### config.mk
export PLATFORM = sky130hd
export DESIGN_NAME = hab_boot
export DESIGN_NICKNAME = d
export VERILOG_FILES = /design/src/rtl/hab_pkg.sv /design/src/rtl/hab_base_reg.sv /design/src/rtl/hab_boot.sv /design/src/rtl/hab_byte_asm.sv
export SDC_FILE = /design/constraint.sdc
export NUM_CORES = 1
export LEC_CHECK = 0
export ABC_CLOCK_PERIOD_IN_PS = 2400
export BUFFER_PORTS_ARGS = -buffer_cell sky130_fd_sc_hd__buf_2
export CAP_MARGIN = 25
export CORE_AREA = 2 2 157 159
export DETAILED_ROUTE_END_ITERATION = 16
export DIE_AREA = 0 0 159 161
export PLACE_DENSITY = 0.68
export SETUP_SLACK_MARGIN = 0.5
export SLEW_MARGIN = 25
export SYNTH_ARGS = -nofsm -noshare
export SYNTH_HDL_FRONTEND = slang
export SYNTH_SLANG_ARGS = --single-unit
### constraint.sdc
create_clock -name core_clk_i -period 2.4 [get_ports core_clk_i]
set_input_delay 0.72 -clock core_clk_i [delete_from_list [all_inputs] [get_ports core_clk_i]]
set_output_delay 0.72 -clock core_clk_i [all_outputs]
set_load 0.01 [all_outputs]
### src/rtl/hab_pkg.sv
// shared constants and types of the host-assisted boot block
package hab_pkg;

  // eeprom line indices
  localparam logic [10:0] LINE_MEM_SIZE   = 11'h000;
  localparam logic [10:0] LINE_SUBSYS_LAST = 11'h004;
  localparam logic [10:0] LINE_MMCFG_LAST  = 11'h007;
  localparam logic [10:0] LINE_PLL         = 11'h008;
  localparam logic [10:0] LINE_BOOT_TYPE   = 11'h009;
  localparam logic [10:0] LINE_REGAP_LAST  = 11'h012;
  localparam logic [10:0] LINE_SDRAP_LAST  = 11'h01A;

  // line 0 and line 9 field positions
  localparam int ROWS_BIT      = 7;
  localparam int SIZE_CODE_LSB = 4;
  localparam int BOOT_TYPE_BIT = 7;

  // register offsets on the configuration port
  localparam logic [7:0] OFS_REGAP_BASE  = 8'h10;
  localparam logic [7:0] OFS_SDRAP_BASE  = 8'h14;
  localparam logic [7:0] OFS_SUBSYS      = 8'h2C;
  localparam logic [7:0] OFS_BUS_IF_CTRL = 8'h40;
  localparam logic [7:0] OFS_BOOT_STATUS = 8'h44;

  localparam int CORE_RUN_BIT = 0;

  // aperture masks: 2 MB register aperture, sdram from 1 MB upward
  localparam logic [31:0] REGAP_MASK     = 32'hFFE00000;
  localparam logic [31:0] SDRAP_MASK_1MB = 32'hFFF00000;
  localparam logic [2:0]  SIZE_CODE_MAX  = 3'h7;

  localparam logic [31:0] BASE_RESET   = 32'h00000000;
  localparam logic [19:0] MMCFG_RESET  = 20'h00000;
  localparam logic [7:0]  PLL_RESET    = 8'h00;
  localparam logic [31:0] SUBSYS_RESET = 32'h00000000;

  typedef enum logic [2:0] {
    HAB_IDLE     = 3'b000,
    HAB_READ     = 3'b001,
    HAB_NEXT     = 3'b010,
    HAB_PLL_WAIT = 3'b011,
    HAB_READY    = 3'b100
  } hab_state_e;

  typedef struct packed {
    logic [31:0] subsystem_ids;
    logic [19:0] memory_config_word;
    logic [7:0]  clock_multiplier_settings;
    logic        rows_256;
    logic [2:0]  mem_size_code;
    logic        autonomous;
  } hab_boot_cfg_s;

endpackage : hab_pkg

### src/rtl/hab_base_reg.sv
// one base-address register with size-dependent writable bits
`timescale 1ns/1ps
`default_nettype none
module hab_base_reg (
  input  wire logic        core_clk_i,
  input  wire logic        nrst_i,
  input  wire logic        wr_i,
  input  wire logic [31:0] wdata_i,
  input  wire logic [31:0] mask_i,
  output logic      [31:0] base_o
);
  import hab_pkg::*;
  logic [31:0] base_r;
  logic [31:0] base_nxt;

  always_comb begin
    base_nxt = wr_i ? (wdata_i & mask_i) : base_r;
  end

  always_ff @(posedge core_clk_i or negedge nrst_i) begin
    if (!nrst_i) begin
      base_r <= BASE_RESET;
    end else begin
      base_r <= base_nxt;
    end
  end

  // all-ones write reads back as the mask: msb-aligned ones, zeros below
  assign base_o = base_r & mask_i;
endmodule : hab_base_reg
`default_nettype wire

### src/rtl/hab_boot.sv
// boot loader, aperture sizing registers and core reset control
// Functional notes
// - stage one loads subsystem ids, memory config and clock multipliers, waits for lock, enables highway and memory interface, core stays in reset.
// - after stage one the configuration port answers and the serial interface is released.
// - exactly two base registers exist, one for the register aperture and one for sdram.
// - the register aperture is 2 MB, so an all-ones write reads back as 0xFFE00000.
// - the sdram aperture is a power of two from 1 MB to 64 MB, following the configured size.
// - a base register written with all ones reads back msb-aligned ones in the significant bits and zeros below.
// - after configuration the device answers configuration accesses while the core stays in reset.
// - in autonomous boot both base registers are copied from the eeprom.
// - host-assisted boot reads eeprom lines zero to nine only.
// - line zero gives the row setting and the memory size code.
// - multi-byte words are assembled from consecutive bytes with no alignment assumed.
// - line nine bit seven selects host-assisted (0) or autonomous (1) boot.
//
// Strobed register access and the register addresses were chosen for this implementation.
`timescale 1ns/1ps
`default_nettype none
module hab_boot (
  input  wire logic                  core_clk_i,
  input  wire logic                  nrst_i,
  // eeprom byte reader on the same clock
  output logic                       ee_req_o,
  output logic                [10:0] ee_addr_o,
  input  wire logic                  ee_ack_i,
  input  wire logic           [7:0]  ee_data_i,
  // pll lock pin
  input  wire logic                  pll_lock_i,
  // configuration port
  input  wire logic           [7:0]  cfg_addr_i,
  input  wire logic           [31:0] cfg_wdata_i,
  input  wire logic                  cfg_wr_i,
  input  wire logic                  cfg_rd_i,
  output logic                [31:0] cfg_rdata_o,
  // system controls
  output hab_pkg::hab_boot_cfg_s     boot_cfg_o,
  output logic                       highway_en_o,
  output logic                       mem_if_en_o,
  output logic                       core_reset_o,
  output logic                       cfg_ready_o,
  output logic                       serial_release_o,
  output logic                [31:0] register_aperture_base_o,
  output logic                [31:0] sdram_aperture_base_o
);
  import hab_pkg::*;

  hab_state_e    state_r;
  hab_state_e    state_nxt;
  logic [10:0]   line_r;
  logic [10:0]   line_nxt;
  logic [10:0]   last_r;
  logic [10:0]   last_nxt;
  hab_boot_cfg_s cfg_r;
  hab_boot_cfg_s cfg_nxt;
  logic          cap_r;
  logic          cap_nxt;
  logic [10:0]   cap_line_r;
  logic [10:0]   cap_line_nxt;
  logic          hwy_r;
  logic          hwy_nxt;
  logic          ready_r;
  logic          ready_nxt;
  logic          run_r;
  logic          run_nxt;
  logic [31:0]   rdata_r;
  logic [31:0]   rdata_nxt;
  logic          lock_s1_r;
  logic          lock_s2_r;
  logic [31:0]   word;
  logic [31:0]   sdrap_mask;
  logic          bar0_wr;
  logic          bar1_wr;
  logic [31:0]   bar_wdata;
  logic [31:0]   bar0_q;
  logic [31:0]   bar1_q;
  logic          acc_wr;
  logic          acc_rd;

  // lock pin enters through two flops
  always_ff @(posedge core_clk_i or negedge nrst_i) begin
    if (!nrst_i) begin
      lock_s1_r <= 1'b0;
      lock_s2_r <= 1'b0;
    end else begin
      lock_s1_r <= pll_lock_i;
      lock_s2_r <= lock_s1_r;
    end
  end

  // every accepted byte shifts in; word captures follow one cycle after the last byte
  hab_byte_asm u_asm (
    .core_clk_i (core_clk_i),
    .nrst_i     (nrst_i),
    .push_i     (ee_req_o && ee_ack_i),
    .byte_i     (ee_data_i),
    .word_o     (word)
  );

  // size code 0 and 1 give 1 MB, code 7 gives 64 MB
  // the mask is applied on read too, so a later size change re-masks a stored base
  always_comb begin
    if (cfg_r.mem_size_code == 3'h0) begin
      sdrap_mask = SDRAP_MASK_1MB;
    end else begin
      sdrap_mask = SDRAP_MASK_1MB << (cfg_r.mem_size_code - 3'h1);
    end
  end

  // configuration space is dead until stage one has finished
  // writes that arrive earlier are dropped, not queued
  assign acc_wr = cfg_wr_i && ready_r;
  assign acc_rd = cfg_rd_i && ready_r;

  // eeprom copy wins over a bus write; none can coincide since the bus is closed then
  always_comb begin
    bar0_wr   = 1'b0;
    bar1_wr   = 1'b0;
    bar_wdata = cfg_wdata_i;
    if (cap_r && cap_line_r == LINE_REGAP_LAST) begin
      bar0_wr   = 1'b1;
      bar_wdata = word;
    end else if (cap_r && cap_line_r == LINE_SDRAP_LAST) begin
      bar1_wr   = 1'b1;
      bar_wdata = word;
    end else if (acc_wr && cfg_addr_i == OFS_REGAP_BASE) begin
      bar0_wr = 1'b1;
    end else if (acc_wr && cfg_addr_i == OFS_SDRAP_BASE) begin
      bar1_wr = 1'b1;
    end
  end

  // two base registers only
  hab_base_reg u_regap (
    .core_clk_i (core_clk_i),
    .nrst_i     (nrst_i),
    .wr_i       (bar0_wr),
    .wdata_i    (bar_wdata),
    .mask_i     (REGAP_MASK),
    .base_o     (bar0_q)
  );

  hab_base_reg u_sdrap (
    .core_clk_i (core_clk_i),
    .nrst_i     (nrst_i),
    .wr_i       (bar1_wr),
    .wdata_i    (bar_wdata),
    .mask_i     (sdrap_mask),
    .base_o     (bar1_q)
  );

  // boot sequencer
  always_comb begin
    state_nxt    = state_r;
    line_nxt     = line_r;
    last_nxt     = last_r;
    cfg_nxt      = cfg_r;
    cap_nxt      = 1'b0;
    cap_line_nxt = cap_line_r;
    hwy_nxt      = hwy_r;
    ready_nxt    = ready_r;
    unique case (state_r)
      HAB_IDLE: begin
        line_nxt  = LINE_MEM_SIZE;
        last_nxt  = LINE_BOOT_TYPE;
        state_nxt = HAB_READ;
      end
      HAB_READ: begin
        if (ee_ack_i) begin
          cap_nxt      = 1'b1;
          cap_line_nxt = line_r;
          unique case (line_r)
            LINE_MEM_SIZE: begin
              cfg_nxt.rows_256      = ee_data_i[ROWS_BIT];
              cfg_nxt.mem_size_code = ee_data_i[SIZE_CODE_LSB +: 3];
            end
            LINE_PLL: begin
              cfg_nxt.clock_multiplier_settings = ee_data_i;
            end
            LINE_BOOT_TYPE: begin
              cfg_nxt.autonomous = ee_data_i[BOOT_TYPE_BIT];
              if (ee_data_i[BOOT_TYPE_BIT]) begin
                last_nxt = LINE_SDRAP_LAST;
              end
            end
            default: begin
            end
          endcase
          state_nxt = HAB_NEXT;
        end
      end
      HAB_NEXT: begin
        // one idle cycle lets the assembled word settle before capture
        if (line_r == last_r) begin
          state_nxt = HAB_PLL_WAIT;
        end else begin
          line_nxt  = line_r + 11'h001;
          state_nxt = HAB_READ;
        end
      end
      HAB_PLL_WAIT: begin
        if (lock_s2_r) begin
          hwy_nxt   = 1'b1;
          ready_nxt = 1'b1;
          state_nxt = HAB_READY;
        end
      end
      HAB_READY: begin
      end
      default: begin
        state_nxt = HAB_IDLE;
      end
    endcase
    if (cap_r && cap_line_r == LINE_SUBSYS_LAST) begin
      cfg_nxt.subsystem_ids = word;
    end
    if (cap_r && cap_line_r == LINE_MMCFG_LAST) begin
      cfg_nxt.memory_config_word = word[19:0];
    end
  end

  // sequencer registers
  always_ff @(posedge core_clk_i or negedge nrst_i) begin
    if (!nrst_i) begin
      state_r    <= HAB_IDLE;
      line_r     <= LINE_MEM_SIZE;
      last_r     <= LINE_BOOT_TYPE;
      cap_r      <= 1'b0;
      cap_line_r <= LINE_MEM_SIZE;
    end else begin
      state_r    <= state_nxt;
      line_r     <= line_nxt;
      last_r     <= last_nxt;
      cap_r      <= cap_nxt;
      cap_line_r <= cap_line_nxt;
    end
  end

  // loaded settings
  always_ff @(posedge core_clk_i or negedge nrst_i) begin
    if (!nrst_i) begin
      cfg_r <= '{SUBSYS_RESET, MMCFG_RESET, PLL_RESET, 1'b0, 3'h0, 1'b0};
    end else begin
      cfg_r <= cfg_nxt;
    end
  end

  // highway, memory interface and port enables rise together once lock is seen
  always_ff @(posedge core_clk_i or negedge nrst_i) begin
    if (!nrst_i) begin
      hwy_r   <= 1'b0;
      ready_r <= 1'b0;
    end else begin
      hwy_r   <= hwy_nxt;
      ready_r <= ready_nxt;
    end
  end

  // control register: clearing the run bit puts the core back into reset
  always_comb begin
    run_nxt = run_r;
    if (acc_wr && cfg_addr_i == OFS_BUS_IF_CTRL) begin
      run_nxt = cfg_wdata_i[CORE_RUN_BIT];
    end
  end

  always_ff @(posedge core_clk_i or negedge nrst_i) begin
    if (!nrst_i) begin
      run_r <= 1'b0;
    end else begin
      run_r <= run_nxt;
    end
  end

  // read answer stands one cycle and is zero otherwise
  always_comb begin
    rdata_nxt = 32'h00000000;
    if (acc_rd) begin
      unique case (cfg_addr_i)
        OFS_REGAP_BASE:  rdata_nxt = bar0_q;
        OFS_SDRAP_BASE:  rdata_nxt = bar1_q;
        OFS_SUBSYS:      rdata_nxt = cfg_r.subsystem_ids;
        OFS_BUS_IF_CTRL: rdata_nxt = {31'h0, run_r};
        OFS_BOOT_STATUS: rdata_nxt = {28'h0000000, run_r, lock_s2_r, cfg_r.autonomous, ready_r};
        default:         rdata_nxt = 32'h00000000;
      endcase
    end
  end

  always_ff @(posedge core_clk_i or negedge nrst_i) begin
    if (!nrst_i) begin
      rdata_r <= 32'h00000000;
    end else begin
      rdata_r <= rdata_nxt;
    end
  end

  assign ee_req_o                 = (state_r == HAB_READ);
  assign ee_addr_o                = line_r;
  assign cfg_rdata_o              = rdata_r;
  assign boot_cfg_o               = cfg_r;
  assign highway_en_o             = hwy_r;
  assign mem_if_en_o              = hwy_r;
  assign core_reset_o             = !run_r;
  assign cfg_ready_o              = ready_r;
  assign serial_release_o         = ready_r;
  assign register_aperture_base_o = bar0_q;
  assign sdram_aperture_base_o    = bar1_q;

endmodule : hab_boot
`default_nettype wire

### src/rtl/hab_byte_asm.sv
// assembles consecutive eeprom bytes into a word, most significant first
`timescale 1ns/1ps
`default_nettype none
module hab_byte_asm (
  input  wire logic        core_clk_i,
  input  wire logic        nrst_i,
  input  wire logic        push_i,
  input  wire logic [7:0]  byte_i,
  output logic      [31:0] word_o
);
  logic [31:0] word_r;
  logic [31:0] word_nxt;

  // no word alignment assumed: every byte shifts in
  always_comb begin
    word_nxt = push_i ? {word_r[23:0], byte_i} : word_r;
  end

  always_ff @(posedge core_clk_i or negedge nrst_i) begin
    if (!nrst_i) begin
      word_r <= 32'h00000000;
    end else begin
      word_r <= word_nxt;
    end
  end

  assign word_o = word_r;
endmodule : hab_byte_asm
`default_nettype wire

==> flow_metrics.py, run 1 <==
metrics = {
    "outcome": {
        "status": "finished, violations left",
        "failed_checks": "setup timing",
    },
    "place": {
        "pre_cts_slack_ns": 0.0702,
        "place_area_um2": 9660,
        "hpwl_mm": 15.7,
        "gp_congestion": 0.824,
        "port_buffers": 171,
    },
    "detailed_routing": {
        "top_layer": "met4",
        "wl_per_cell_um": 17.2,
        "postRouteAntennaNets": 0,
        "drc": 0,
        "drt_first_pass_iters": 5,
        "routed_wirelength_mm": 21.7,
        "m1WireLength_mm": 9.51,
        "wl_met2_mm": 10.4,
        "first_iter_violations": 477,
        "vias": 6060,
        "wl_met3_mm": 1.41,
        "viasPerCell": 4.79,
    },
    "logic_synthesis": {
        "synth_seq_area_share_pct": 55.8,
        "async_flop_share_pct": 100,
        "ys_ff_latch": 184,
        "synth_ff_type": "dfrtp_1",
        "syn_inst": 716,
        "yosys_warnings": 0,
        "postSynthAreaPerCell_um2": 11.5,
        "netlist_area_um2": 8250,
        "synth-edff-count": 0,
        "synth_cell_types": 62,
    },
    "layout": {
        "finalInstanceArea_um2": 10600,
        "nFillCells": 2270,
        "layout_commonest_cell": "dfrtp_1",
        "drive_above_1_share_pct": 42.9,
        "area_growth_pct": 28.8,
        "n_antenna_cell": 0,
        "most-common-layout-cells": "dfrtp_1, buf_2, nand2_1",
        "num-nets-final": 989,
        "fin_util_pct": 44.4,
    },
    "grt": {
        "antenna_found_initial": 0,
        "first_global_vias": 5865,
        "grt_overflow": 0,
        "grt_pass1_wl_mm": 33.7,
        "track_usage_pct": 17.0,
        "grt_start_max_net_pins": 73,
    },
    "floorplan": {
        "fp.dieW_um": 159,
        "fp.coreArea_um2": 24000,
        "io-pin-count": 232,
        "start_util_pct": 34.4,
        "die_h_um": 161,
        "rows": 57,
        "dieArea_um2": 25600,
    },
    "power": {
        "power_density_nw_per_um2": 947,
        "p_leak_nw": 5.46,
        "p_sw_w": 0.00354,
        "p_int_w": 0.00653,
        "p_clk_share_pct": 26.8,
        "p_total_w": 0.0101,
        "comb_power_share_pct": 30.5,
        "ir_worst_vdd_v": 0.000523,
        "sw_frac_of_total_pct": 35.1,
        "pwr-share-seq_pct": 42.7,
    },
    "cts": {
        "cts_buffers": 17,
        "root_buffer": "clkbuf_16",
        "cts_buffer_depth": 2,
        "clk_pin_slew_ns": 0.07,
        "htreeDepth": 4,
        "numClockSinks": 184,
        "cts_hold_buf": 0,
        "cts_tree": "done",
        "worstSkewPairLatency_ns": 0.44,
    },
    "critical_path": {
        "cp_slowest_cell": "dfrtp_1",
        "required_ns": 1.68,
        "path_cells": "inv_2 -> ha_4 -> ha_4 -> or3b_4 -> and2_4 -> buf_6",
        "setup.worst_path.class": "flop to output port",
        "critPathMaxStageDelay_ns": 0.41,
        "cp.arrival_ns": 1.96,
        "endpoint_kind": "output port",
        "cp-start-kind": "flop",
        "crit_fanout": 4,
        "cp_common_cell": "ha_4",
    },
    "sta": {
        "rsz0062_at_grt": "true",
        "fin_hold_ws_ns": 0.306,
        "report.final.slew_viol_count": 0,
        "hold_viol": 0,
        "tightest_slew_ns": 0.592,
        "fin_ws_ns": -0.276,
        "slew-limit-headroom_pct": 60.5,
        "fin_skew_ns": 0.00998,
        "post-route-min-period_ns": 2.68,
        "min_period_over_period_pct": 112,
        "clock.fmax_mhz": 374,
        "setup_viol_count_final": 6,
    },
    "flow_run": {
        "cap_viol_max_count": 0,
    },
    "min_path": {
        "hold_class": "input pin to async pin",
    },
}
-- power by group through the flow --
stage / combinational (W) / sequential [W] / clock [W]
3_5_place_dp: 0.00260 / 0.00436 / 0
4_1_cts: 0.00293 / 0.00430 / 0.00276
2_1_floorplan: 0.00161 / 0.00425 / 0
6_report: 0.00307 / 0.00430 / 0.00270
3_3_place_gp: 0.00253 / 0.00435 / 0
5_1_grt: 0.00336 / 0.00439 / 0.00290
-- Yosys cell counts (7+ instances only) --
cell type | instances | area (µm²)
dfrtp_1 | 183 | 4580
a21oi_1 | 11 | 55.1
mux2_4 | 12 | 180
o221a_2 | 11 | 124
clkbuf_1 | 20 | 75.1
mux2_2 | 65 | 732
nor2_1 | 20 | 75.1
and2_1 | 22 | 138
o21a_1 | 7 | 52.6
inv_1 | 13 | 48.8
buf_4 | 50 | 375
mux2i_1 | 7 | 70.1
nand4_1 | 7 | 43.8
nor3_1 | 8 | 40.0
nand2b_1 | 13 | 81.3
o21ai_0 | 7 | 35.0
ha_1 | 8 | 100
o211ai_1 | 7 | 52.6
a22oi_1 | 9 | 67.6
nand2_1 | 138 | 518
-- critical path: cells and delay by family, from the launching register on --
| family | cells | cell delay, ns |
|---|---|---|
| buffers and inverters | 2 | 0.21 |
| AND/OR/NAND/NOR | 2 | 0.55 |
| flip-flops | 1 | 0.41 |
| adder cells (fa/ha/maj) | 2 | 0.34 |
-- repair_timing --
action | 4_1_cts | 5_1_grt
pin swaps | 15 | 5
buffers inserted | 12 | 13
hold endpoints to repair | 0 | 0
resized for setup | 34 | 19
setup endpoints to repair | 55 | 58
-- through the flow --
stage | TNS [ns] | std cells
2_1_floorplan | 0 | 756
3_3_place_gp | 0 | 1207
3_5_place_dp | 0 | 1207
4_1_cts | -1.23 | 1251
5_1_grt | -1.60 | 1264
6_report | -1.19 | 1264
-- registers in the layout, summed over array words and instances (netlist names) --
signal and flops:
cfg_rdata_o 32, lock_s1_r 1, run_r 1, u_asm.word_o 32
cap_r 1, u_regap.base_r 11, lock_s2_r 1, u_sdrap.base_r 12
boot_cfg_o 65, cfg_ready_o 1, state_r 3, last_r 2
ee_addr_o 11, cap_line_r 11
-- routing by layer --
metal  global-route usage, %  up-vias
met5                       0        -
met2                    27.8      217
met4                    4.75        0
li1                        -     2821
met3                    4.11       22
met1                    22.7     3000
-- cells by family after synthesis --
group           synth area share (%)
compound gates                  7.78
mux                             11.9
buf+inv                         6.63
simple gates                    15.8
fa+ha+maj                       1.21
xor+xnor                       0.849
flops                           55.8
other cells                   0.0454
-- path summary, 6_finish.rpt --
path	from	slack [ns]	end	cells past startpoint
max	boot_cfg_o[2]	-0.28	sdram_aperture_base_o[26]	6
min	nrst_i	0.31	cfg_rdata_o[17]	2
max reg2reg	ee_addr_o[0]	0.46	boot_cfg_o[10]	6
min reg2reg	lock_s1_r	0.38	lock_s2_r	0
max in group asynchronous	nrst_i	1.56	boot_cfg_o[15]	2
min in group core_clk_i	lock_s1_r	0.38	lock_s2_r	0
-- area by class of cell --
| cell class | instances | area [µm²] | share of cell area, % |
|---|---|---|---|
| Timing Repair Buffer | 233 | 1480 | 13.9 |
| Sequential cell | 184 | 4610 | 43.4 |
| Tap cell | 324 | 405 | 3.81 |
| Clock inverter | 14 | 130 | 1.22 |
| Multi-Input combinational cell | 478 | 3530 | 33.2 |
| Inverter | 13 | 48.8 | 0.459 |
| Clock buffer | 18 | 429 | 4.04 |
Note: power is estimated with default switching activity, not from simulation.
==> inputs of run 2 (changes only) <==
--- a/config.mk
+++ b/config.mk
@@ -11,8 +11,10 @@
 export CORE_AREA = 2 2 157 159
 export DETAILED_ROUTE_END_ITERATION = 16
 export DIE_AREA = 0 0 159 161
+export GPL_TIMING_DRIVEN = 0
 export PLACE_DENSITY = 0.68
 export SETUP_SLACK_MARGIN = 0.5
+export SKIP_CTS_REPAIR_TIMING = 1
 export SLEW_MARGIN = 25
 export SYNTH_ARGS = -nofsm -noshare
 export SYNTH_HDL_FRONTEND = slang
==> flow_metrics.py, run 2 (synthesis results as in run 1) <==
metrics = {
    "outcome": {
        "status": "finished, violations left",
        "failed_checks": "setup timing",
    },
    "critical_path": {
        "path_cells": "inv_2 -> ha_4 -> ha_4 -> nor3_1 -> nor2b_1 -> buf_2",
        "cp.arrival_ns": 1.98,
        "crit_fanout": 6,
        "critPathMaxStageDelay_ns": 0.43,
        "cp-start-kind": "flop",
        "cp_slowest_cell": "dfrtp_2",
        "setup.worst_path.class": "flop to output port",
        "required_ns": 1.68,
        "endpoint_kind": "output port",
        "cp_common_cell": "ha_4",
        "cp_top_family": "simple AND/OR/NAND/NOR gates",
        "path_buf_inv": 2,
    },
    "cts": {
        "clk_pin_slew_ns": 0.07,
        "cts_tree": "done",
        "worstSkewPairLatency_ns": 0.43,
        "numClockSinks": 184,
        "cts_buffer_depth": 2,
        "root_buffer": "clkbuf_16",
        "htreeDepth": 4,
        "cts_buffers": 17,
    },
    "sta": {
        "report.final.slew_viol_count": 0,
        "hold_viol": 0,
        "fin_ws_ns": -0.304,
        "setup_viol_count_final": 6,
        "post-route-min-period_ns": 2.70,
        "min_period_over_period_pct": 113,
        "fin_hold_ws_ns": 0.130,
        "fin_skew_ns": 0.00905,
        "rsz0062_at_grt": "true",
        "clock.fmax_mhz": 370,
    },
    "grt": {
        "grt_pass1_wl_mm": 34.6,
        "grt_start_max_net_pins": 83,
        "first_global_vias": 5887,
        "grt_overflow": 0,
        "track_usage_pct": 17.5,
        "antenna_found_initial": 0,
    },
    "flow_run": {
        "cap_viol_max_count": 0,
    },
    "layout": {
        "num-nets-final": 1052,
        "area_growth_pct": 35.7,
        "multi_input_area_um2": 3560,
        "instances_no_fill": 1327,
        "largest_reg_flops": 65,
        "most-common-layout-cells": "dfrtp_1, buf_2, nand2_1",
        "regArea_um2": 4610,
        "nFillCells": 2223,
        "drive_above_1_share_pct": 46.8,
        "layout_commonest_cell": "dfrtp_1",
        "n_antenna_cell": 0,
    },
    "place": {
        "hpwl_mm": 16.2,
        "dpl.cell_count": 1253,
        "gp_congestion": 0.796,
        "port_buffers": 170,
        "pre_cts_slack_ns": -0.267,
    },
    "floorplan": {
        "io-pin-count": 232,
        "die_h_um": 161,
        "rows": 57,
        "start_util_pct": 34.4,
        "fp.coreArea_um2": 24000,
        "fp.dieW_um": 159,
        "dieArea_um2": 25600,
    },
    "power": {
        "p_total_w": 0.0103,
        "power_density_nw_per_um2": 918,
        "ir_worst_vdd_v": 0.000459,
        "p_leak_nw": 5.82,
    },
    "min_path": {
        "hold_class": "input pin to async pin",
    },
    "detailed_routing": {
        "drt_first_pass_iters": 5,
        "first_iter_violations": 402,
        "wl_per_cell_um": 17.1,
        "drc": 0,
        "routed_wirelength_mm": 22.7,
        "postRouteAntennaNets": 0,
        "viasPerCell": 4.65,
        "vias": 6165,
    },
}
-- run 2: final timing paths --
path | startpoint | endpoint | slack, ns | depth (start not counted)
setup / recovery | boot_cfg_o[1] | sdram_aperture_base_o[24] | -0.30 | 6
hold / removal | nrst_i | cfg_rdata_o[14] | 0.13 | 1
setup reg to reg | ee_addr_o[7] | boot_cfg_o[8] | 0.35 | 5
hold reg to reg | lock_s1_r | lock_s2_r | 0.35 | 0
max in group asynchronous | nrst_i | last_r[0] | 1.18 | 3
min in group core_clk_i | lock_s1_r | lock_s2_r | 0.35 | 0
-- run 2: stage by stage --
step / area (µm²) / setup TNS, ns / utilization [%]
2_1_floorplan: 8630 / 0 / -
3_3_place_gp: 9880 / -445.97 / 41.2
3_5_place_dp: 9950 / -5.52 / 41.5
4_1_cts: 10500 / -2.24 / 44.0
5_1_grt: 11200 / -1.69 / 46.7
6_report: 11200 / -1.30 / 46.7
-- run 2: cell type report --
type / count / share of cell area, %
flip-flops and latches: 184 / 41.2
multi-input cells: 478 / 31.8
repair buffers: 215 / 11.9
plain buffers: 81 / 5.80
clock buffers: 19 / 4.04
well taps: 324 / 3.62
clock inverters: 13 / 1.23
inverters: 13 / 0.458
-- run 2: layer usage --
layer | GRT usage (%) | vias to the layer above | part of all wire [%]
met5 | 0 | - | 0
met3 | 3.90 | 15 | 5.6
met1 | 23.7 | 3025 | 44
li1 | - | 2937 | -
met2 | 28.7 | 188 | 49
met4 | 4.17 | 0 | 1.0
-- run 2: power breakdown --
part | total, W | internal [W] | switching, W
combinational | 0.00313 | 0.00156 | 0.00157
clock | 0.00281 | 0.00152 | 0.00129
sequential | 0.00434 | 0.00369 | 0.000657
total | 0.0103 | 0.00677 | 0.00351
==> inputs of run 3 (changes only) <==
--- a/config.mk
+++ b/config.mk
@@ -5,14 +5,14 @@
 export SDC_FILE = /design/constraint.sdc
 export NUM_CORES = 1
 export LEC_CHECK = 0
-export ABC_CLOCK_PERIOD_IN_PS = 2400
+export ABC_CLOCK_PERIOD_IN_PS = 2900
 export BUFFER_PORTS_ARGS = -buffer_cell sky130_fd_sc_hd__buf_2
 export CAP_MARGIN = 25
-export CORE_AREA = 2 2 157 159
+export CORE_AREA = 2 2 185 187
 export DETAILED_ROUTE_END_ITERATION = 16
-export DIE_AREA = 0 0 159 161
+export DIE_AREA = 0 0 187 189
 export GPL_TIMING_DRIVEN = 0
-export PLACE_DENSITY = 0.68
+export PLACE_DENSITY = 0.55
 export SETUP_SLACK_MARGIN = 0.5
 export SKIP_CTS_REPAIR_TIMING = 1
 export SLEW_MARGIN = 25
==> constraint.sdc (replaced) <==
create_clock -name core_clk_i -period 2.9 [get_ports core_clk_i]
set_input_delay 0.87 -clock core_clk_i [delete_from_list [all_inputs] [get_ports core_clk_i]]
set_output_delay 0.87 -clock core_clk_i [all_outputs]
set_load 0.005 [all_outputs]
==> flow_metrics.py, run 3 (synthesis results as in run 1) <==
metrics = {
    "power": {
        "pwr-share-seq_pct": 44.9,
        "sw_frac_of_total_pct": 34.8,
        "p_total_w": 0.00798,
        "power_density_nw_per_um2": 748,
        "p_leak_nw": 5.51,
        "ir_worst_vdd_v": 0.000439,
        "p_sw_w": 0.00278,
        "p_int_w": 0.00520,
        "p_clk_share_pct": 28.6,
        "comb_power_share_pct": 26.5,
    },
    "critical_path": {
        "required_ns": 2.03,
        "r2r_cells": 4,
        "crit_fanout": 6,
        "setup.worst_path.class": "flop to output port",
        "crit_path_end": "sdram_aperture_base_o[26]",
        "timing.rr.end": "u_sdrap.base_r[21]",
        "endpoint_kind": "output port",
        "rr_startpoint": "cap_line_r[9]",
        "cp-startpoint": "boot_cfg_o[1]",
        "ff2ff_setup_slack_ns": 0.60,
        "cp-start-kind": "flop",
        "cp.arrival_ns": 2.03,
    },
    "detailed_routing": {
        "drt_first_pass_iters": 5,
        "routed_wirelength_mm": 24.2,
        "first_iter_violations": 296,
        "drc": 0,
        "vias": 6110,
        "wl_per_cell_um": 17.1,
        "postRouteAntennaNets": 0,
        "viasPerCell": 4.31,
    },
    "floorplan": {
        "io-pin-count": 232,
        "fp.coreArea_um2": 33300,
        "dieArea_um2": 35300,
        "die_h_um": 189,
        "fp.dieW_um": 187,
        "start_util_pct": 24.8,
        "rows": 67,
    },
    "place": {
        "port_buffers": 170,
        "gp_congestion": 0.796,
        "dpl.cell_count": 1376,
        "hpwl_mm": 17.8,
    },
    "sta": {
        "fin_ws_ns": -0.00189,
        "tightest_slew_ns": 0.731,
        "setup_viol_count_final": 1,
        "rsz0062_at_grt": "true",
        "clock.fmax_mhz": 345,
        "fin_skew_ns": 0.0129,
        "report.final.slew_viol_count": 0,
        "slew-limit-headroom_pct": 50.9,
        "min_period_over_period_pct": 100,
        "post-route-min-period_ns": 2.90,
        "hold_viol": 0,
    },
    "grt": {
        "first_global_vias": 5967,
        "grt_start_max_net_pins": 89,
        "antenna_found_initial": 1,
        "grt_overflow": 0,
        "grt_pass1_wl_mm": 36.6,
        "track_usage_pct": 13.7,
    },
    "layout": {
        "drive_above_1_share_pct": 41.6,
        "num-nets-final": 1020,
        "largest_reg_flops": 65,
        "most-common-layout-cells": "dfrtp_1, buf_2, nand2_1",
        "instances_no_fill": 1419,
        "area_growth_pct": 29.3,
        "n_antenna_cell": 0,
        "layout_commonest_cell": "dfrtp_1",
    },
    "min_path": {
        "hold_class": "input pin to async pin",
    },
    "outcome": {
        "status": "finished, violations left",
        "failed_checks": "setup timing",
    },
    "cts": {
        "htreeDepth": 4,
        "cts_tree": "done",
        "root_buffer": "clkbuf_16",
        "cts_buffers": 17,
        "worstSkewPairLatency_ns": 0.44,
        "cts_buffer_depth": 2,
        "clk_pin_slew_ns": 0.08,
        "numClockSinks": 184,
    },
    "flow_run": {
        "cap_viol_max_count": 0,
    },
}
[run 3: cell types whose count changed in the layout (fill, tap and decap cells not counted), sizes merged]
cell	change
bufinv	-1
clkbuf	+6
clkinvlp	+1
buf	-39
clkinv	-1
inv	+2
[run 3: layout make-up]
cell class	instances	area [µm²]
inverter	13	51.3
clock inverter	14	131
timing repair buffer	183	1030
clock buffer	18	439
buffer	81	510
fill	3466	22600
tap	448	561
multi-input combinational	478	3340
sequential	184	4610
[run 3: worst min path at each step]
stage,to,slack [ns],cells past startpoint
detailed placement,lock_s2_r,0.35,0
floorplan,lock_s2_r,0.33,0
finish,boot_cfg_o[52],0.25,1
CTS,boot_cfg_o[52],0.24,1
global route,boot_cfg_o[52],0.24,1
global placement,lock_s2_r,0.33,0
[run 3: critical path: stages, from the launching register on]
cell     delay (ns)
dfrtp_2        0.46
inv_2          0.10
ha_4           0.14
ha_4           0.21
or3b_4         0.39
and2_4         0.19
buf_6          0.11
[run 3: routing by layer]
layer	up-vias	global-route usage (%)	wire [µm]
met5	-	0	8
met4	2	3.17	226
met3	16	3.82	1380
met2	182	21.6	11400
met1	3035	18.7	11100
li1	2875	-	-
[run 3: per-stage QoR]
stage | setup TNS [ns] | worst slack [ns] | hold WS (ns) | util (%) | area [µm²]
after global placement | -405.05 | -2.18 | 0.332 | 29.5 | 9830
after CTS | -1.42 | -0.263 | 0.242 | 31.5 | 10500
after global routing | -0.103 | -0.0586 | 0.243 | 32.1 | 10700
after floorplan | 0 | 0.502 | 0.331 | - | 8420
final | -0.00189 | -0.00189 | 0.253 | 32.1 | 10700
after detailed placement | -10.30 | -0.572 | 0.354 | 29.8 | 9900
[run 3: power by group through the flow]
stage | clock, W | combinational, W | sequential [W]
after floorplan | 0 | 0.00124 | 0.00342
after global placement | 0 | 0.00194 | 0.00363
after detailed placement | 0 | 0.00199 | 0.00364
after CTS | 0.00234 | 0.00200 | 0.00359
after global routing | 0.00244 | 0.00236 | 0.00367
final | 0.00228 | 0.00211 | 0.00359
